<file path="config.mk">
export PLATFORM = sky130hd
export DESIGN_NAME = sah_host_regs
export DESIGN_NICKNAME = d
export VERILOG_FILES = /design/src/shared/sah_pkg.sv /design/src/logic/sah_pulse_timer.sv /design/src/logic/sah_host_regs.sv
export SDC_FILE = /design/constraint.sdc
export NUM_CORES = 1
export LEC_CHECK = 0
export ABC_AREA = 0
export BUFFER_PORTS_ARGS = -buffer_cell sky130_fd_sc_hd__buf_2
export CORE_MARGIN = 2
export CORE_UTILIZATION = 55
export CTS_CLUSTER_SIZE = 20
export DETAILED_ROUTE_END_ITERATION = 8
export PLACE_DENSITY = 0.79
export SYNTH_ARGS = -nofsm -noshare
export SYNTH_HDL_FRONTEND = slang
export SYNTH_SLANG_ARGS = --single-unit
export TNS_END_PERCENT = 20
</file>
<file path="constraint.sdc">
create_clock -name clk -period 3.1 [get_ports clk]
set_clock_uncertainty 0.2 [all_clocks]
set_input_delay 0.155 -clock clk [delete_from_list [all_inputs] [get_ports clk]]
set_output_delay 0.155 -clock clk [all_outputs]
set_load 0.01 [all_outputs]
</file>
<file path="src/shared/sah_pkg.sv">
package sah_pkg;

  // ----------------------------------------------------------------
  // Register offsets within the three-byte window
  // ----------------------------------------------------------------
  localparam logic [1:0] OFS_CONTROL = 2'h0;  // Write: control, read: status
  localparam logic [1:0] OFS_DATA    = 2'h1;  // Write: command/parameter, read: reply
  localparam logic [1:0] OFS_INTR    = 2'h2;  // Read only

  // ----------------------------------------------------------------
  // Control bit positions
  // ----------------------------------------------------------------
  localparam int CTL_SCSI_BUS_RESET = 4;
  localparam int CTL_INT_ACK        = 5;
  localparam int CTL_SOFT_RESET     = 6;
  localparam int CTL_HARD_RESET     = 7;

  // ----------------------------------------------------------------
  // Status bit positions
  // ----------------------------------------------------------------
  localparam int STS_BAD_COMMAND    = 0;
  localparam int STS_RESERVED       = 1;
  localparam int STS_REPLY_READY    = 2;
  localparam int STS_CMD_BUSY       = 3;
  localparam int STS_ADAPTER_READY  = 4;
  localparam int STS_INIT_REQUIRED  = 5;
  localparam int STS_SELFTEST_FAIL  = 6;
  localparam int STS_SELFTEST_RUN   = 7;

  // ----------------------------------------------------------------
  // Interrupt register bit positions and reset values
  // ----------------------------------------------------------------
  localparam int         INT_CMD_COMPLETE = 2;
  localparam int         INT_VALID        = 7;
  localparam logic [7:0] INTR_RESET       = 8'h00;
  localparam logic [7:0] BYTE_RESET       = 8'h00;

  // ----------------------------------------------------------------
  // Timing
  // ----------------------------------------------------------------
  localparam int          CLK_PERIOD_NS     = 8;
  localparam int          SCSI_RESET_NS     = 25000;
  localparam logic [11:0] SCSI_RESET_CYCLES =
    12'((SCSI_RESET_NS + CLK_PERIOD_NS - 1) / CLK_PERIOD_NS);
  localparam logic [11:0] HALT_CYCLES       = 12'h010;

  typedef enum logic [1:0] {
    SAH_RUN,
    SAH_HALT,
    SAH_DIAG,
    SAH_FAILED
  } sah_state_t;

endpackage : sah_pkg

</file>
<file path="src/logic/sah_pulse_timer.sv">
`timescale 1ns/1ns
module sah_pulse_timer
  import sah_pkg::*;
#(
  parameter logic [11:0] CYCLES = 12'h001
) (
  input  wire logic clk,
  input  wire logic reset_n,
  input  wire logic start,
  output logic      active,
  output logic      done
);

  logic [11:0] cnt_q;
  logic [11:0] cnt_d;
  logic        active_q;
  logic        active_d;
  logic        done_q;
  logic        done_d;

  // A start while running reloads, so the pulse never ends early
  always_comb begin
    cnt_d    = cnt_q;
    active_d = active_q;
    done_d   = 1'b0;
    if (start) begin
      cnt_d    = CYCLES - 12'h001;
      active_d = 1'b1;
    end else if (active_q) begin
      if (cnt_q == 12'h000) begin
        active_d = 1'b0;
        done_d   = 1'b1;
      end else begin
        cnt_d = cnt_q - 12'h001;
      end
    end
  end

  always_ff @(posedge clk) begin
    if (!reset_n) begin
      cnt_q    <= 12'h000;
      active_q <= 1'b0;
      done_q   <= 1'b0;
    end else begin
      cnt_q    <= cnt_d;
      active_q <= active_d;
      done_q   <= done_d;
    end
  end

  assign active = active_q;
  assign done   = done_q;

  // ----------------------------------------------------------------
  // Assertions
  // ----------------------------------------------------------------
  logic [11:0] width_q;
  logic [11:0] width_d;

  // Saturates so a long chain of reloads cannot wrap the count
  always_comb begin
    width_d = 12'h000;
    if (active_q) begin
      width_d = (width_q == 12'hfff) ? width_q : width_q + 12'h001;
    end
  end

  always_ff @(posedge clk) begin
    if (!reset_n) begin
      width_q <= 12'h000;
    end else begin
      width_q <= width_d;
    end
  end
endmodule : sah_pulse_timer

</file>
<file path="src/logic/sah_host_regs.sv">
`timescale 1ns/1ns
module sah_host_regs
  import sah_pkg::*;
(
  input  wire logic       clk,
  input  wire logic       reset_n,
  input  wire logic [1:0] io_addr,
  input  wire logic [7:0] io_wdata,
  input  wire logic       io_wr,
  input  wire logic       io_rd,
  output logic      [7:0] io_rdata,
  output logic            irq,
  output logic            scsi_reset_o,
  output logic            scsi_reset_oe,
  output logic            fw_halt,
  output logic            fw_selftest_req,
  output logic      [7:0] fw_cmd_byte,
  output logic            fw_cmd_valid,
  input  wire logic       fw_cmd_take,
  input  wire logic [7:0] fw_reply_byte,
  input  wire logic       fw_reply_load,
  input  wire logic       fw_cmd_done,
  input  wire logic       fw_cmd_bad,
  input  wire logic       fw_init_ok,
  input  wire logic       fw_diag_pass,
  input  wire logic       fw_diag_fail
);

  // ----------------------------------------------------------------
  // Host access decode
  // ----------------------------------------------------------------
  logic        wr_ctrl, wr_cmd, rd_reply, hard_req;
  logic        soft_req, bus_req, ack_req;

  sah_state_t  state_q, state_d;
  logic        hard_q, hard_d;
  logic [7:4]  ctrl_q, ctrl_d;
  logic        busy_q, busy_d;
  logic [7:0]  cmd_q, cmd_d;
  logic        reply_rdy_q, reply_rdy_d;
  logic [7:0]  reply_q, reply_d;
  logic        bad_q, bad_d;
  logic        ready_q, ready_d;
  logic        init_q, init_d;
  logic        fail_q, fail_d;
  logic        run_q, run_d;
  logic [7:0]  intr_q, intr_d;
  logic        pend_q, pend_d;
  logic [7:0]  rdata_q, rdata_d;
  logic        halt_q, halt_d;
  logic        diag_req_q, diag_req_d;
  logic        scsi_active, halt_done;
  logic [7:0]  status;

  assign wr_ctrl  = io_wr && (io_addr == OFS_CONTROL);
  assign wr_cmd   = io_wr && (io_addr == OFS_DATA) && !busy_q;
  assign rd_reply = io_rd && (io_addr == OFS_DATA);
  assign hard_req = wr_ctrl && io_wdata[CTL_HARD_RESET];
  assign soft_req = wr_ctrl && io_wdata[CTL_SOFT_RESET] && !hard_req;
  assign bus_req  = wr_ctrl && (io_wdata[CTL_SCSI_BUS_RESET] || hard_req);
  assign ack_req  = wr_ctrl && io_wdata[CTL_INT_ACK];

  // ----------------------------------------------------------------
  // Timers: SCSI reset pulse and adapter halt
  // ----------------------------------------------------------------
  sah_pulse_timer #(.CYCLES(SCSI_RESET_CYCLES)) u_scsi_timer (
    .clk     (clk),
    .reset_n (reset_n),
    .start   (bus_req),
    .active  (scsi_active),
    .done    ()
  );

  sah_pulse_timer #(.CYCLES(HALT_CYCLES)) u_halt_timer (
    .clk     (clk),
    .reset_n (reset_n),
    .start   (hard_req || soft_req),
    .active  (),
    .done    (halt_done)
  );

  // Reset line is a plain level; the SCSI engine drops every phase on it
  assign scsi_reset_o  = scsi_active;
  assign scsi_reset_oe = scsi_active;

  // ----------------------------------------------------------------
  // Reset sequencer and status
  // ----------------------------------------------------------------
  always_comb begin
    state_d     = state_q;
    hard_d      = hard_q;
    ctrl_d      = ctrl_q;
    busy_d      = busy_q;
    cmd_d       = cmd_q;
    reply_rdy_d = reply_rdy_q;
    reply_d     = reply_q;
    bad_d       = bad_q;
    ready_d     = ready_q;
    init_d      = init_q;
    fail_d      = fail_q;
    run_d       = run_q;
    intr_d      = intr_q;
    pend_d      = pend_q;

    // Command byte handshake; a write while busy is dropped
    if (wr_cmd) begin
      busy_d = 1'b1;
      cmd_d  = io_wdata;
      if (ready_q) begin
        ready_d = 1'b0;
        bad_d   = 1'b0;
      end
    end else if (fw_cmd_take) begin
      busy_d = 1'b0;
    end

    // Reply byte; a load in the read cycle keeps the flag set
    if (rd_reply) begin
      reply_rdy_d = 1'b0;
    end
    if (fw_reply_load) begin
      reply_rdy_d = 1'b1;
      reply_d     = fw_reply_byte;
    end

    if (fw_cmd_done) begin
      pend_d  = 1'b1;
      ready_d = 1'b1;
      if (fw_cmd_bad) begin
        bad_d = 1'b1;
      end
    end
    if (fw_init_ok) begin
      init_d = 1'b0;
    end

    // Completion waits until the register is clear and no reply pends
    if (ack_req) begin
      intr_d = INTR_RESET;
    end else if (pend_q && !intr_q[INT_VALID] && !reply_rdy_q) begin
      intr_d[INT_VALID]        = 1'b1;
      intr_d[INT_CMD_COMPLETE] = 1'b1;
      pend_d                   = fw_cmd_done;
    end

    if (bus_req) begin
      ctrl_d[CTL_SCSI_BUS_RESET] = 1'b1;
    end else if (!scsi_active) begin
      ctrl_d[CTL_SCSI_BUS_RESET] = 1'b0;
    end

    unique case (state_q)
      SAH_RUN, SAH_FAILED: ;
      SAH_HALT: begin
        if (halt_done) begin
          ctrl_d[CTL_SOFT_RESET] = 1'b0;
          ctrl_d[CTL_HARD_RESET] = 1'b0;
          if (hard_q) begin
            state_d = SAH_DIAG;
            run_d   = 1'b1;
          end else begin
            state_d = SAH_RUN;
            ready_d = 1'b1;
            init_d  = 1'b1;
          end
        end
      end
      SAH_DIAG: begin
        if (fw_diag_fail) begin
          state_d = SAH_FAILED;
          fail_d  = 1'b1;
        end else if (fw_diag_pass) begin
          state_d = SAH_RUN;
          run_d   = 1'b0;
          ready_d = 1'b1;
          init_d  = 1'b1;
        end
      end
    endcase

    // Either reset discards all queued work, overriding the above
    if (hard_req || soft_req) begin
      state_d     = SAH_HALT;
      hard_d      = hard_req;
      ctrl_d[CTL_SOFT_RESET] = soft_req;
      ctrl_d[CTL_HARD_RESET] = hard_req;
      busy_d      = 1'b0;
      reply_rdy_d = 1'b0;
      bad_d       = 1'b0;
      ready_d     = 1'b0;
      init_d      = 1'b0;
      intr_d      = INTR_RESET;
      pend_d      = 1'b0;
      if (hard_req) begin
        fail_d = 1'b0;
        run_d  = 1'b0;
      end
    end
  end

  always_ff @(posedge clk) begin
    if (!reset_n) begin
      state_q     <= SAH_DIAG;
      hard_q      <= 1'b1;
      ctrl_q      <= 4'h0;
      busy_q      <= 1'b0;
      cmd_q       <= BYTE_RESET;
      reply_rdy_q <= 1'b0;
      reply_q     <= BYTE_RESET;
      bad_q       <= 1'b0;
      ready_q     <= 1'b0;
      init_q      <= 1'b0;
      fail_q      <= 1'b0;
      run_q       <= 1'b1;
      intr_q      <= INTR_RESET;
      pend_q      <= 1'b0;
    end else begin
      state_q     <= state_d;
      hard_q      <= hard_d;
      ctrl_q      <= ctrl_d;
      busy_q      <= busy_d;
      cmd_q       <= cmd_d;
      reply_rdy_q <= reply_rdy_d;
      reply_q     <= reply_d;
      bad_q       <= bad_d;
      ready_q     <= ready_d;
      init_q      <= init_d;
      fail_q      <= fail_d;
      run_q       <= run_d;
      intr_q      <= intr_d;
      pend_q      <= pend_d;
    end
  end

  // ----------------------------------------------------------------
  // Read path and registered outputs
  // ----------------------------------------------------------------
  always_comb begin
    status                    = 8'h00;
    status[STS_BAD_COMMAND]   = bad_q;
    status[STS_RESERVED]      = 1'b0;
    status[STS_REPLY_READY]   = reply_rdy_q;
    status[STS_CMD_BUSY]      = busy_q;
    status[STS_ADAPTER_READY] = ready_q;
    status[STS_INIT_REQUIRED] = init_q;
    status[STS_SELFTEST_FAIL] = fail_q;
    status[STS_SELFTEST_RUN]  = run_q;
    rdata_d                   = rdata_q;
    // Reads only select; no read side effect touches written registers
    if (io_rd) begin
      unique case (io_addr)
        OFS_CONTROL: rdata_d = status;
        OFS_DATA:    rdata_d = reply_q;
        OFS_INTR:    rdata_d = intr_q;
        default:     rdata_d = 8'h00;
      endcase
    end
    halt_d     = (state_d == SAH_HALT);
    diag_req_d = (state_d == SAH_DIAG);
  end

  always_ff @(posedge clk) begin
    if (!reset_n) begin
      rdata_q    <= 8'h00;
      halt_q     <= 1'b0;
      diag_req_q <= 1'b1;
    end else begin
      rdata_q    <= rdata_d;
      halt_q     <= halt_d;
      diag_req_q <= diag_req_d;
    end
  end

  assign io_rdata        = rdata_q;
  assign irq             = intr_q[INT_VALID];
  assign fw_halt         = halt_q;
  assign fw_selftest_req = diag_req_q;
  assign fw_cmd_byte     = cmd_q;
  assign fw_cmd_valid    = busy_q;
endmodule : sah_host_regs

</file>
# Word level (Yosys, flattened, before mapping)
# Cells that the tools add are included.
op_classes:
  reduce_logical: 32
  add_sub_neg: 2
  magnitude_cmp: 0
  bitwise_logic: 4
  shifts: 0
  n_eq_ne: 8
  div_mod_pow: 0
  mux: 55
  mul: 0
ops:
  columns: ["op", "n"]
  rows:
  - ["1-bit two-way mux", 39]
  - ["12-bit two-way mux", 3]
  - ["12-bit zero test", 2]
  - ["8-bit case mux with 3 select lines", 1]
  - ["12-bit by 1-bit subtractor with 12-bit output, second input constant", 2]
  - ["4-bit two-way mux", 3]
  - ["1-bit logical AND", 11]
  - ["2-bit two-way mux", 5]
  - ["2-bit AND reduction", 4]
  - ["2-bit nonzero test", 4]
  - ["2-bit by 1-bit equality test with 1-bit output, second input constant", 3]
  - ["2-bit equality test, second input constant", 3]
  - ["1-bit case mux with 2 select lines", 3]
  - ["3-bit OR reduction", 2]
  - ["1-bit zero test", 4]
  - ["1-bit NOT", 4]
  - ["2-bit case mux with 2 select lines", 1]
  - ["2-bit OR reduction", 2]
  - ["2-bit zero test", 1]
  - ["1-bit logical OR", 2]
  - ["2-bit by 1-bit inequality test with 1-bit output, second input constant", 1]
  - ["2-bit inequality test, second input constant", 1]
word_totals:
  inputBits: 29
  wordCells: 124
  ram_bits: 0
  ff_bits: 65
  latch_bits: 0
  output_inout_bits: 22
  mem_count: 0
  rom_bits: 0

# Logic depth before layout (Yosys ltp)
depth:
  word_depth: 8
  mapped_depth: 8
  depth_no_buf: 6

# By module
# Synthesis repeated with hierarchy kept, for this count alone.
hier_totals:
  cells_unflattened: 329
  hier_area_um2: 3045.4
by_module_without_submodules:
  columns: ["mod", "cells_per_inst", "area_each_um2", "seq_area_each_um2", "instances"]
  rows:
  - ["sah_host_regs", 184, 1656.6, 760.7, 1]
  - ["sah_pulse_timer at u_scsi_timer", 74, 720.7, 280.3, 1]
  - ["sah_pulse_timer at u_halt_timer", 71, 668.1, 280.3, 1]

# Worst setup path before layout
# OpenSTA, ideal clock, no wires.
synth_path:
  path_kind: "flip-flop to flip-flop"
  from: "register u_halt_timer.cnt_q[0]"
  to: "register u_halt_timer.cnt_q[1]"
  arrival_ps: 1934
  stages_incl_launch_ff: 7
  slack_ps: 895
  period_less_slack_ps: 2205
  cell_sequence: "dfxtp_1 inv_1 ha_1 or4b_2 o31ai_2 mux2_2 a21oi_1"
synth_between:
  elab_chain_cells: 4
synth_lines:
  columns: ["item", "line_no", "text"]
  rows:
  - ["start: declaration", "sah_pulse_timer.sv:14", "logic [11:0] cnt_q;"]
  - ["start signal: assignment", "sah_pulse_timer.sv:45", "cnt_q <= cnt_d;"]
  - ["12-bit by 1-bit subtractor with 12-bit output", "sah_pulse_timer.sv:34", "cnt_d = cnt_q - 12'h001;"]
  - ["4-bit two-way mux", "sah_pulse_timer.sv:30", "if (cnt_q == 12'h000) begin"]
  - ["4-bit two-way mux", "sah_pulse_timer.sv:29", "end else if (active_q) begin"]
  - ["4-bit two-way mux", "sah_pulse_timer.sv:26", "if (start) begin"]
# Parallel ways exist; a longest one is shown, timed or not. The select of a mux whose other input is x is not followed.
# A chain may end at the register's enable or synchronous reset.

# Worst setup path in the final report
# Ends and elaborated chain as after synthesis.

==> metrics.csv <==
metric,value,unit
p_clk_share,33.1,%
multiInputGateArea,1500,sq um
die_w,76.6,um
layout-drive-gt1-share,19.4,%
place.detailed.hpwl,4.45,mm
synth_flop_cell,dfxtp_1,
synth_nets,365,
dpl_cell_area,3200,sq um
grt_pass1_vias,2566,
final_nets,438,
switching_power,0.000604,W
intPower,0.00150,W
ys_top_cells_by_area,"dfxtp_1 (45%), a21oi_1 (6.4%), mux2i_1 (5.2%)",
gp_congestion,0.829,
crit_path_cell_trace,"inv_1, ha_1, or4b_2, o31ai_2, mux2_2, a21oi_1",
syn_inst,330,
h-tree-depth,3,
status,"finished, final reports clean",
clock_sinks,65,
critPathCaptureType,register,
power_leakage,1.52,nW
syn_area_per_cell,8.78,sq um
startpoint_type,register,
synth-adder-area-share,2.59,%
crit_slowest_cell,or4b_2,
hold_violations,0,
maxSlewHeadroom,31.7,%
fin_area,3620,sq um
cts_post_setup_buffers_inserted,0,
nFillCells,383,
seq_area,1300,sq um
wl,6.91,mm
rows,26,
gr-total-overflow,0,
synth.area.mux_share,5.57,%
area_growth,24.9,%
async_reset_ff_share,0,%
clk_latency,0.34,ns
synth_warnings,0,
finalSetupTns,0,ns
fin_cells,478,
switching_share,28.7,%
yosysSeqAreaShare,44.9,%
synth_compound_area_share,18.5,%
numCtsBuffers,9,
die_h,76.6,um
synth_edf_count,0,
clock.fmax,0.420,GHz
netlist_area,2900,sq um
die_area,5860,sq um
cts_tree,done,
place_inst,439,
slew_viol_final,0,
num_antenna_cells,0,
path_max_fanout,3,
ir_drop,0.291,mV
cp.required,3.15,ns
globalRouteTotalUtil,25.3,%
setup.worst_path.class,reg -> reg,
vias,2675,
min_path_type,in -> reg,
final_cell_mix,"dfxtp_1 (65), buf_2 (50), a21oi_1 (37)",
synth_top_family_by_area,simple AND/OR/NAND/NOR gates,
cts.clk_slew.worst_paths,0.06,ns
wl_per_cell,14.4,um
tightest_slew,1.02,ns
grt_pass1_wl,11.9,mm
synth_top_area_cell,dfxtp_1,
drc,0,
start_util,56.7,%
rsz0062_at_grt,no,
firstDrtPassIters,5,
sequentialPowerShare,45.5,%
netlist-cell-type-count,54,
p_per_area,582,nW/um^2
antenna_found_initial,0,
pwr-share-comb,21.5,%
io_buffer_count,50,
drtIter0Drc,123,
slowest_delay,0.62,ns
period_share,76.8,%
setup_viol,0,
grt_max_degree,34,
cp.arrival,2.43,ns
core_region_area,5110,sq um
ys_ff_latch,65,
synth_xor_area_share,1.21,%
io_pins,51,
ant_nets,0,
cap_violations,0,
via_per_inst,5.60,
layout.cells.most_common,dfxtp_1,
period_needed,2.38,ns
clock-root-buffer,clkbuf_8,
yosys.area_share.simple,23.8,%
synth.top_cell.area_share,44.9,%
clock_path_buffers,2,
[Yosys cell counts (all sizes together), types with 8 or more instances]
| master | n |
|---|---|
| clkbuf | 10 |
| a21oi | 37 |
| nor2 | 31 |
| inv | 11 |
| mux2i | 15 |
| nand2 | 35 |
| o21ai | 12 |
| o31ai | 8 |
| or3 | 9 |
| dfxtp | 65 |
| a31oi | 8 |
| or4 | 10 |
[worst max-delay path: cells and delay by family (launching register included)]
family                   cells  cell delay (ns)
flip-flops                   1             0.32
buffers and inverters        1             0.12
AND/OR/NAND/NOR              1             0.62
multiplexers                 1             0.38
adder cells (fa/ha/maj)      1             0.17
AO/OA/AOI/OAI                2             0.49
[path summary, 6_finish.rpt]
kind	cells after the start	from	slack [ns]	to
max	6	u_halt_timer.cnt_q[0]	0.72	u_halt_timer.cnt_q[1]
min	3	fw_reply_load	0.06	reply_rdy_q
max reg2reg	6	u_halt_timer.cnt_q[0]	0.72	u_halt_timer.cnt_q[1]
min reg2reg	2	fw_cmd_byte[5]	0.25	fw_cmd_byte[5]
[layer usage]
metal  track usage (%)  vias up  wire, um
li1                  -     1346         -
met1              30.3     1235      3130
met2              42.2       73      3300
met3              5.21       21       264
met4              14.0        0       212
met5                 0        -         0
[power by group through the flow]
stage | Sequential, W | Clock, W | Combinational [W]
after global placement | 0.000970 | 0 | 0.000408
after floorplan | 0.000971 | 0 | 0.000312
after global routing | 0.000963 | 0.000742 | 0.000508
final | 0.000956 | 0.000696 | 0.000452
after detailed placement | 0.000973 | 0 | 0.000418
after CTS | 0.000955 | 0.000703 | 0.000447
[area by class of cell]
| class | count | share of cell area, % |
|---|---|---|
| Multi-Input combinational cell | 240 | 41.4 |
| Sequential cell | 65 | 36.0 |
| Clock inverter | 3 | 1.11 |
| Tap cell | 70 | 2.42 |
| Timing Repair Buffer | 76 | 13.9 |
| Clock buffer | 13 | 4.11 |
| Inverter | 11 | 1.14 |
[sequential cells by signal, summed over array words and instances (netlist names), 2 cells and up]
| name | cells |
|---|---|
| u_halt_timer.cnt_q | 12 |
| state_q | 2 |
| fw_cmd_byte | 8 |
| reply_q | 8 |
| u_scsi_timer.cnt_q | 12 |
| io_rdata | 8 |
[metrics by stage]
stage                     hold slack, ns  util (%)  setup slack, ns  power, W
after global placement             0.184      62.6            0.838   0.00138
after detailed placement           0.189      62.6            0.746   0.00139
after CTS                         0.0467      70.8            0.732   0.00211
final                             0.0553      70.8            0.720   0.00210
after global routing              0.0652      70.8            0.642   0.00221
after floorplan                   0.0506         -            0.895   0.00128
[cells by family (layout without fill, tap and decap cells)]
group | count (synthesis) | in the layout
adder cells (fa/ha/maj) | 6 | 6
flip-flops | 65 | 65
AND/OR/NAND/NOR | 128 | 128
multiplexers | 16 | 16
XOR/XNOR | 4 | 4
AO/OA/AOI/OAI | 86 | 86
buffers and inverters | 25 | 103
[what timing repair did]
item / CTS / global route
hold buffers: 23 / 0
hold endpoints to repair: 32 / 0
gates resized for setup: 0 / 0
Power figures use the tool's default switching activity.
